--- config.mk ---
export PLATFORM = sky130hd
export DESIGN_NAME = hbp_host_port
export DESIGN_NICKNAME = d
export VERILOG_FILES = /design/src/verilog/hbp_pkg.sv /design/src/verilog/hbp_host_port.sv /design/src/verilog/hbp_sync2.sv
export SDC_FILE = /design/constraint.sdc
export NUM_CORES = 1
export LEC_CHECK = 0
export BUFFER_PORTS_ARGS = -buffer_cell sky130_fd_sc_hd__buf_2
export CAP_MARGIN = 20
export CORE_MARGIN = 1.5
export CORE_UTILIZATION = 35
export DETAILED_ROUTE_END_ITERATION = 10
export PLACE_DENSITY = 0.59
export SLEW_MARGIN = 20
export SYNTH_ARGS = -nofsm -noshare
export SYNTH_HDL_FRONTEND = slang
export SYNTH_SLANG_ARGS = --single-unit
--- constraint.sdc ---
create_clock -name pclk -period 1.5 [get_ports pclk]
set_input_delay 0.3 -clock pclk [delete_from_list [all_inputs] [get_ports pclk]]
set_output_delay 0.3 -clock pclk [all_outputs]
set_load 0.1 [all_outputs]
--- src/verilog/hbp_pkg.sv ---
// Purpose: Shared constants, types and register map of the host bus pin front end.
// Assumes: APB register access, 32-bit data, 25 MHz pclk.
// Notes: Offsets are byte addresses; each register is one aligned word.
package hbp_pkg;

  // ----------------------------------------------------------------
  // Register map
  // ----------------------------------------------------------------
  localparam logic [7:0] HBP_CTRL_OFF = 8'h00;
  localparam logic [7:0] HBP_BASE_OFF = 8'h04;
  localparam logic [7:0] HBP_STAT_OFF = 8'h08;
  localparam logic [7:0] HBP_ADDR_OFF = 8'h0C;
  localparam logic [7:0] HBP_CNT_OFF = 8'h10;

  // Field positions
  localparam int HBP_CTRL_SLEEP_EN_BIT = 0;
  localparam int HBP_STAT_ROM_EN_BIT = 0;
  localparam int HBP_STAT_WIDTH16_BIT = 1;
  localparam int HBP_STAT_ASYNC_BIT = 2;
  localparam int HBP_STAT_SLEEP_BIT = 3;
  localparam int HBP_STAT_SEL_BIT = 4;
  localparam int HBP_STAT_WR_BIT = 5;
  localparam int HBP_STAT_QUAL_BIT = 6;

  // Reset values
  localparam logic HBP_CTRL_RST = 1'b1;
  localparam logic [7:0] HBP_BASE_RST = 8'h03;
  localparam logic [15:0] HBP_ADDR_RST = 16'h0000;
  localparam logic [15:0] HBP_CNT_RST = 16'h0000;

  // Strap capture waits this long after reset so pins settle through the synchroniser
  localparam int HBP_STRAP_SETTLE_NS = 200;
  localparam int HBP_CLK_NS = 40;
  localparam int HBP_STRAP_CYC = (HBP_STRAP_SETTLE_NS + HBP_CLK_NS - 1) / HBP_CLK_NS;

  // Bus width selected by straps, or 32-bit by the WIDE32 parameter
  typedef enum logic [1:0] {HBP_W8, HBP_W16, HBP_W32} hbp_width_t;

  // Host pin group
  typedef struct packed {
    logic [15:1] addr;
    logic address_qualifier_n;
    logic address_latch_strobe_n;
    logic async_write_strobe_n;
    logic sync_write_read_select;
  } hbp_host_pins_t;

  // Captured straps
  typedef struct packed {
    logic rom_enabled;
    logic async_mode;
    hbp_width_t width;
  } hbp_straps_t;

endpackage

--- src/verilog/hbp_host_port.sv ---
// Purpose: Host bus pin front end: qualifier, strobes, address latch, straps, sleep.
// Assumes: All host pins are asynchronous to pclk and pass two flops first.
// Notes: Local select is registered, so it trails the pins by three pclk cycles.
`timescale 1ns/100ps
// Summary of operation
// - Address decode valid only while the active-low qualifier is low.
// - Asynchronous write strobe is active low; a falling edge counts a write only while the qualifier is low.
// - Address and qualifier are latched on the address strobe rising edge.
// - Without serial ROM, data-in pin low gives 8-bit, high 16-bit; ignored for 32-bit.
// - Power-down input low puts the chip to sleep; high means normal.
// - Serial ROM used only when its enable strap is high.
// - Local select asserted low when qualifier low and A15-A4 match base.
// - Mode strap low gives synchronous bus, high gives asynchronous or burst.
module hbp_host_port #(
  parameter bit WIDE32 = 1'b0
) (
  input wire logic pclk,
  input wire logic presetn,
  input wire logic psel,
  input wire logic penable,
  input wire logic pwrite,
  input wire logic [7:0] paddr,
  input wire logic [31:0] pwdata,
  output logic [31:0] prdata,
  output logic pready,
  output logic pslverr,
  input wire hbp_pkg::hbp_host_pins_t host_pins,
  input wire logic serial_rom_data_in,
  input wire logic serial_rom_enable_strap,
  input wire logic local_bus_mode_strap,
  input wire logic full_chip_sleep_n,
  output logic local_select_n,
  output logic chip_asleep,
  output logic bus_async_mode,
  output logic [1:0] bus_width
);
  import hbp_pkg::*;

  // ----------------------------------------------------------------
  // Pin synchronisers
  // ----------------------------------------------------------------
  localparam int PW = 23;
  logic [PW-1:0] pin_raw;
  logic [PW-1:0] pin_s;
  // Active-low pins are inverted about the flops so their reset reads inactive
  localparam logic [PW-1:0] PIN_INV = {15'h0000, 1'b1, 1'b1, 1'b1, 1'b0, 1'b0, 1'b0, 1'b0, 1'b1};
  assign pin_raw = {host_pins.addr, host_pins.address_qualifier_n,
                    host_pins.address_latch_strobe_n, host_pins.async_write_strobe_n,
                    host_pins.sync_write_read_select, serial_rom_data_in,
                    serial_rom_enable_strap, local_bus_mode_strap, full_chip_sleep_n};

  hbp_sync2 #(.WIDTH(PW)) u_sync (
    .pclk(pclk),
    .presetn(presetn),
    .rst_val(PIN_INV),
    .d(pin_raw),
    .q(pin_s)
  );

  logic [15:1] a_s;
  logic qual_n_s;
  logic ads_n_s;
  logic wr_n_s;
  logic swr_s;
  logic rom_di_s;
  logic rom_en_s;
  logic mode_s;
  logic sleep_n_s;
  assign {a_s, qual_n_s, ads_n_s, wr_n_s, swr_s, rom_di_s, rom_en_s, mode_s, sleep_n_s}
    = pin_s ^ PIN_INV;

  // ----------------------------------------------------------------
  // State
  // ----------------------------------------------------------------
  logic ctrl_sleep_en_reg, ctrl_sleep_en_next;
  logic [7:0] base_reg, base_next;
  logic [15:0] latch_addr_reg, latch_addr_next;
  logic ads_n_d_reg, wr_n_d_reg;
  logic [15:0] wr_cnt_reg, wr_cnt_next;
  logic [2:0] settle_reg, settle_next;
  logic strap_done_reg, strap_done_next;
  hbp_straps_t straps_reg, straps_next;
  logic sel_n_reg, sel_n_next;
  logic sleep_reg, sleep_next;
  logic last_wr_reg, last_wr_next;
  logic [31:0] prdata_reg, prdata_next;
  logic pready_reg, pready_next;
  logic pslverr_reg, pslverr_next;

  logic ads_rise;
  logic wr_fall;
  assign ads_rise = !ads_n_d_reg && ads_n_s;
  assign wr_fall = wr_n_d_reg && !wr_n_s;

  // ----------------------------------------------------------------
  // Host pin logic: latch, decode, straps, sleep
  // ----------------------------------------------------------------
  always_comb
  begin
    latch_addr_next = latch_addr_reg;
    wr_cnt_next = wr_cnt_reg;
    settle_next = settle_reg;
    strap_done_next = strap_done_reg;
    straps_next = straps_reg;
    last_wr_next = last_wr_reg;
    // Capture A15-A1 with the qualifier at the strobe rising edge
    if (ads_rise)
      latch_addr_next = {a_s, qual_n_s};
    // Async write strobe counts only when the qualifier is valid
    if (wr_fall && !qual_n_s)
      wr_cnt_next = wr_cnt_reg + 16'h0001;
    // Direction of a synchronous access while qualified
    if (!qual_n_s)
      last_wr_next = swr_s;
    // Straps caught once after reset, after the synchronisers settle
    if (!strap_done_reg)
    begin
      if (settle_reg == 3'(HBP_STRAP_CYC))
      begin
        strap_done_next = 1'b1;
        straps_next.rom_enabled = rom_en_s;
        straps_next.async_mode = mode_s;
        if (WIDE32)
          straps_next.width = HBP_W32;
        else if (rom_en_s)
          straps_next.width = HBP_W16;
        else
          straps_next.width = rom_di_s ? HBP_W16 : HBP_W8;
      end
      else
        settle_next = settle_reg + 3'h1;
    end
    // Decode of A15-A4 against the programmed base high byte
    sel_n_next = !(!qual_n_s && (a_s[15:8] == base_reg) && (a_s[7:4] == 4'h0));
    sleep_next = ctrl_sleep_en_reg && !sleep_n_s;
  end

  // ----------------------------------------------------------------
  // APB slave; one wait-free access phase
  // ----------------------------------------------------------------
  always_comb
  begin
    ctrl_sleep_en_next = ctrl_sleep_en_reg;
    base_next = base_reg;
    prdata_next = prdata_reg;
    pready_next = 1'b0;
    pslverr_next = 1'b0;
    if (psel && !penable)
    begin
      pready_next = 1'b1;
      prdata_next = 32'h00000000;
      case (paddr)
        HBP_CTRL_OFF: prdata_next[HBP_CTRL_SLEEP_EN_BIT] = ctrl_sleep_en_reg;
        HBP_BASE_OFF: prdata_next[7:0] = base_reg;
        HBP_STAT_OFF:
        begin
          prdata_next[HBP_STAT_ROM_EN_BIT] = straps_reg.rom_enabled;
          prdata_next[HBP_STAT_WIDTH16_BIT] = straps_reg.width == HBP_W16;
          prdata_next[HBP_STAT_ASYNC_BIT] = straps_reg.async_mode;
          prdata_next[HBP_STAT_SLEEP_BIT] = sleep_reg;
          prdata_next[HBP_STAT_SEL_BIT] = !sel_n_reg;
          prdata_next[HBP_STAT_WR_BIT] = last_wr_reg;
          prdata_next[HBP_STAT_QUAL_BIT] = !qual_n_s;
        end
        HBP_ADDR_OFF: prdata_next[15:0] = latch_addr_reg;
        HBP_CNT_OFF: prdata_next[15:0] = wr_cnt_reg;
        default: pslverr_next = 1'b1;
      endcase
    end
    // Writes take effect at the completing edge only
    if (psel && penable && pready_reg && pwrite)
    begin
      case (paddr)
        HBP_CTRL_OFF: ctrl_sleep_en_next = pwdata[HBP_CTRL_SLEEP_EN_BIT];
        HBP_BASE_OFF: base_next = pwdata[7:0];
        default: ;
      endcase
    end
  end

  // Registers; straps and status hold defined values until captured
  always_ff @(posedge pclk or negedge presetn)
  begin
    if (!presetn)
    begin
      ctrl_sleep_en_reg <= HBP_CTRL_RST;
      base_reg <= HBP_BASE_RST;
      latch_addr_reg <= HBP_ADDR_RST;
      ads_n_d_reg <= 1'b1;
      wr_n_d_reg <= 1'b1;
      wr_cnt_reg <= HBP_CNT_RST;
      settle_reg <= 3'h0;
      strap_done_reg <= 1'b0;
      straps_reg <= '{rom_enabled: 1'b0, async_mode: 1'b0, width: HBP_W8};
      sel_n_reg <= 1'b1;
      sleep_reg <= 1'b0;
      last_wr_reg <= 1'b0;
      prdata_reg <= 32'h00000000;
      pready_reg <= 1'b0;
      pslverr_reg <= 1'b0;
    end
    else
    begin
      ctrl_sleep_en_reg <= ctrl_sleep_en_next;
      base_reg <= base_next;
      latch_addr_reg <= latch_addr_next;
      ads_n_d_reg <= ads_n_s;
      wr_n_d_reg <= wr_n_s;
      wr_cnt_reg <= wr_cnt_next;
      settle_reg <= settle_next;
      strap_done_reg <= strap_done_next;
      straps_reg <= straps_next;
      sel_n_reg <= sel_n_next;
      sleep_reg <= sleep_next;
      last_wr_reg <= last_wr_next;
      prdata_reg <= prdata_next;
      pready_reg <= pready_next;
      pslverr_reg <= pslverr_next;
    end
  end

  assign prdata = prdata_reg;
  assign pready = pready_reg;
  assign pslverr = pslverr_reg;
  assign local_select_n = sel_n_reg;
  assign chip_asleep = sleep_reg;
  assign bus_async_mode = straps_reg.async_mode;
  assign bus_width = straps_reg.width;
endmodule

--- src/verilog/hbp_sync2.sv ---
// Purpose: Two-flop synchroniser for a bundle of level inputs.
// Assumes: Inputs are asynchronous to pclk.
// Notes: Only the second stage may be read by logic.
`timescale 1ns/100ps
module hbp_sync2 #(
  parameter int WIDTH = 1
) (
  input wire logic pclk,
  input wire logic presetn,
  input wire logic [WIDTH-1:0] rst_val,
  input wire logic [WIDTH-1:0] d,
  output logic [WIDTH-1:0] q
);
  logic [WIDTH-1:0] meta_reg;

  // Two stages, both reset to zero; data is XORed with rst_val, a constant tie at the instance
  always_ff @(posedge pclk or negedge presetn)
  begin
    if (!presetn)
    begin
      meta_reg <= '0;
      q <= '0;
    end
    else
    begin
      meta_reg <= d ^ rst_val;
      q <= meta_reg;
    end
  end
endmodule

==> summary.md <==
| Metric | Value |
|---|---|
| Status | `finished with violations` |
| Violated checks | `negative setup slack` |
| Final Total Pwr | `0.00880 W` |
| Num ports | `107` |
| DP Wirelength | `6500 um` |
| Slowest cell on the critical path | `or4_4` |
| Fraction of layout cells with a size suffix above 1 | `0.355` |
| Row count | `40` |
| Antenna violations before repair | `1` |
| Synth top area cells | `dfrtp_1 (63%), mux2_2 (4.8%), dfstp_2 (3.5%), buf_4 (3.0%), o21ai_0 (3.0%)` |
| Worst Clk Skew | `0.00777 ns` |
| Tot GR Track Use | `0.154` |
| Register share of total power | `0.395` |
| First-pass GRT wire length | `15400 um` |
| Clock root buffer | `clkbuf_16` |
| Most numerous cell in the Yosys netlist | `dfrtp_1` |
| H-Tree Level Count | `4` |
| Die Y-Extent | `116 um` |
| Largest net degree at the start of global routing | `47` |
| Gpl congestion | `0.818` |
| Max Freq | `559 MHz` |
| Share of synthesized flip-flops with an asynchronous set or reset | `1.00` |
| RSZ-0062 raised after global routing | `true` |
| Critical path class | `primary input to flip-flop` |
| Final Max Slew Viols | `0` |
| Avg Synthesized Cell Area | `12.9 sq um` |
| Full die area | `0.0134 sq mm` |
| Post-Layout Cell Count | `656` |
| Combinational share of power | `0.107` |
| Leak | `2.94 nW` |
| Internal power component | `0.00681 W` |
| Placed cells | `597` |
| Ys Warns | `0` |
| Buf+Inv Stages, Crit Path | `1` |
| CP Capture Type | `flip-flop` |
| Final worst-path cycle share | `1.19` |
| Max_cap viols | `0` |
| Remaining antenna violation count | `0` |
| CTS tree | `built` |
| Top FF cell, synth | `dfrtp_1` |
| Skew-Pair Late Insertion Delay | `0.40 ns` |
| Worst hold path type | `primary input to flip-flop` |
| IO Port Bufs | `65` |
| Final hold vios | `0` |
| Post-Syn Area | `0.00444 sq mm` |
| Top delay family on crit path | `simple AND/OR/NAND/NOR gates` |
| Seq cells post-synth | `117` |
| Gate Count Post-Synth | `344` |
| Die width | `116 um` |
| Core ar. | `0.0122 sq mm` |
| Starting density of the core | `0.364` |
| CP max FO | `8` |
| Arrival time worst endpoint | `2.07 ns` |
| Top cells by count, synth | `dfrtp_1 (111), o21ai_0 (27), inv_1 (21), mux2_2 (19), buf_4 (18)` |
| Final setup viols | `10` |
| Total grt overflow | `0` |
| Number of synthesized flops with an enable pin | `0` |
| Vias per cell | `4.42` |
| Remaining DRCs | `0` |
| CTS buffer count | `17` |
| Net Sw Power | `0.00200 W` |
| Post-synth top area cell | `dfrtp_1` |
| Highest cell delay on the worst timing path | `0.57 ns` |
| Seq/Total Area, Yosys | `0.660` |
| DRT iter0 DRCs | `96` |
| Vias in the first global route | `3118` |
| Clock-pin slew on the worst setup and hold paths | `0.05 ns` |
| Worst setup margin | `-0.288 ns` |
| Nature of the critical path startpoint | `primary input` |
| PwrDens | `1430 mW/mm^2` |
| Distinct cell type count after synthesis | `36` |
| Worst path required time | `1.78 ns` |
| Setup_tns | `-2.17 ns` |
| Filler cells | `1081` |
| Dpl ws | `-0.698 ns` |
| Period minus WS final | `1.79 ns` |
| Post-DR wirelength/cell | `13.8 um` |
| CTS max path bufs | `2` |
| Maximum vdd drop | `0.759 mV` |
| CP Cell Sequence | `buf_6, or4_4, or2_4, or4_4, mux2_4` |
| Pre-Repair DR Iteration Count | `4` |
| Routed via count | `2901` |
| Nets@finish | `545` |
| Worst path most repeated cell | `or4_4` |
| Final wirelength | `9080 um` |
| Area growth syn-to-layout | `38.7%` |
| Clock sinks | `117` |
| Clock Power Share | `0.498` |
| Yosys top cell area share | `0.625` |
| Switch share | `0.227` |
| Reg area | `0.00294 sq mm` |
| Area of the multi-input gates | `0.00138 sq mm` |
[layer usage]
metal  part of all wire  up-vias  track usage
met5                  0        -            0
met4              0.016        0       0.0740
met3              0.045       13       0.0465
met2               0.47       71        0.234
met1               0.47     1414        0.203
li1                   -     1403            -
[placed cells by master (no fill, tap or decap), types with 2 or more instances in the layout]
master | synthesis | layout
nand3_1 | 6 | 5
dlygate4sd3_1 | 0 | 20
clkinv_2 | 0 | 3
a22oi_1 | 16 | 16
clkbuf_16 | 0 | 17
clkbuf_8 | 0 | 3
xnor2_1 | 10 | 10
buf_2 | 2 | 42
nor2_2 | 0 | 2
and3_1 | 2 | 2
conb_1 | 1 | 17
nand4_1 | 7 | 7
xor2_1 | 15 | 15
clkbuf_1 | 5 | 3
or2_4 | 1 | 2
buf_6 | 1 | 3
nand3b_1 | 3 | 3
o21ai_0 | 27 | 24
clkbuf_4 | 0 | 4
nor3_2 | 0 | 3
bufinv_16 | 0 | 5
or4_4 | 2 | 2
mux2_4 | 0 | 2
nand2_1 | 16 | 16
buf_12 | 0 | 3
dfrtp_1 | 111 | 111
mux2i_1 | 9 | 9
nor4_1 | 6 | 3
mux2_2 | 19 | 17
a21oi_1 | 8 | 8
inv_1 | 21 | 21
ha_1 | 3 | 3
nor4_2 | 0 | 2
dfstp_2 | 6 | 6
nor2_1 | 12 | 10
buf_4 | 18 | 50
o21ai_1 | 0 | 3
[stage by stage]
| step | area [sq um] | utilization | hold slack (ns) |
|---|---|---|---|
| final | 6170 | 0.505 | 0.0283 |
| after global routing | 6160 | 0.505 | 0.0204 |
| after CTS | 6110 | 0.500 | 0.0107 |
| after detailed placement | 5150 | 0.422 | 0.205 |
| after global placement | 5150 | 0.422 | 0.199 |
| after floorplan | 4510 | - | 0.00441 |
[power groups by stage]
stage | logic, W | registers (W) | clock network (W)
after global routing | 0.00103 | 0.00349 | 0.00463
after floorplan | 0.000461 | 0.00356 | 0
final | 0.000942 | 0.00348 | 0.00439
after CTS | 0.000913 | 0.00347 | 0.00446
after detailed placement | 0.000815 | 0.00353 | 0
after global placement | 0.000789 | 0.00352 | 0
[cell families (layout without fill, tap and decap cells)]
logic type      count (synthesis)  after routing  synth area share
xor+xnor                       25             25            0.0493
buf+inv                        48            175            0.0580
simple gates                   69             69            0.0845
fa+ha+maj                       3              3           0.00845
compound gates                 53             53            0.0701
mux                            28             28            0.0684
flops                         117            117             0.660
other cells                     1             18          0.000844
[worst register-to-register path, stage by stage, from the launching register on]
cell     delay [ns]
dfrtp_1        0.34
nand4_1        0.20
or4_4          0.56
mux2_4         0.33
[timing repair]
action	4_1_cts	5_1_grt
endpoints found under the setup margin	29	33
pin swaps	4	6
resized for setup	24	15
buffers inserted	3	3
hold endpoints to repair	37	0
hold buffers	20	0
[area by class of cell]
| cell class | instances | area share |
|---|---|---|
| clock inverters | 9 | 0.0280 |
| clock buffers | 23 | 0.0775 |
| diodes | 1 | 0.000406 |
| inverters | 21 | 0.0128 |
| flip-flops and latches | 117 | 0.476 |
| repair buffers | 122 | 0.148 |
| multi-input cells | 195 | 0.224 |
| well taps | 168 | 0.0341 |
[final timing paths]
kind,slack [ns],start,cells past startpoint,end
max,-0.29,paddr[7],5,base_reg[3]
min,0.03,host_pins[2],2,u_sync.meta_reg[6]
min reg2reg,0.34,u_sync.meta_reg[17],0,u_sync.q[17]
min in group asynchronous,0.33,presetn,2,settle_reg[1]
max in group asynchronous,0.54,presetn,3,base_reg[1]
max reg2reg,-0.05,pready,3,base_reg[3]
Note: power is estimated with default switching activity, not from simulation.
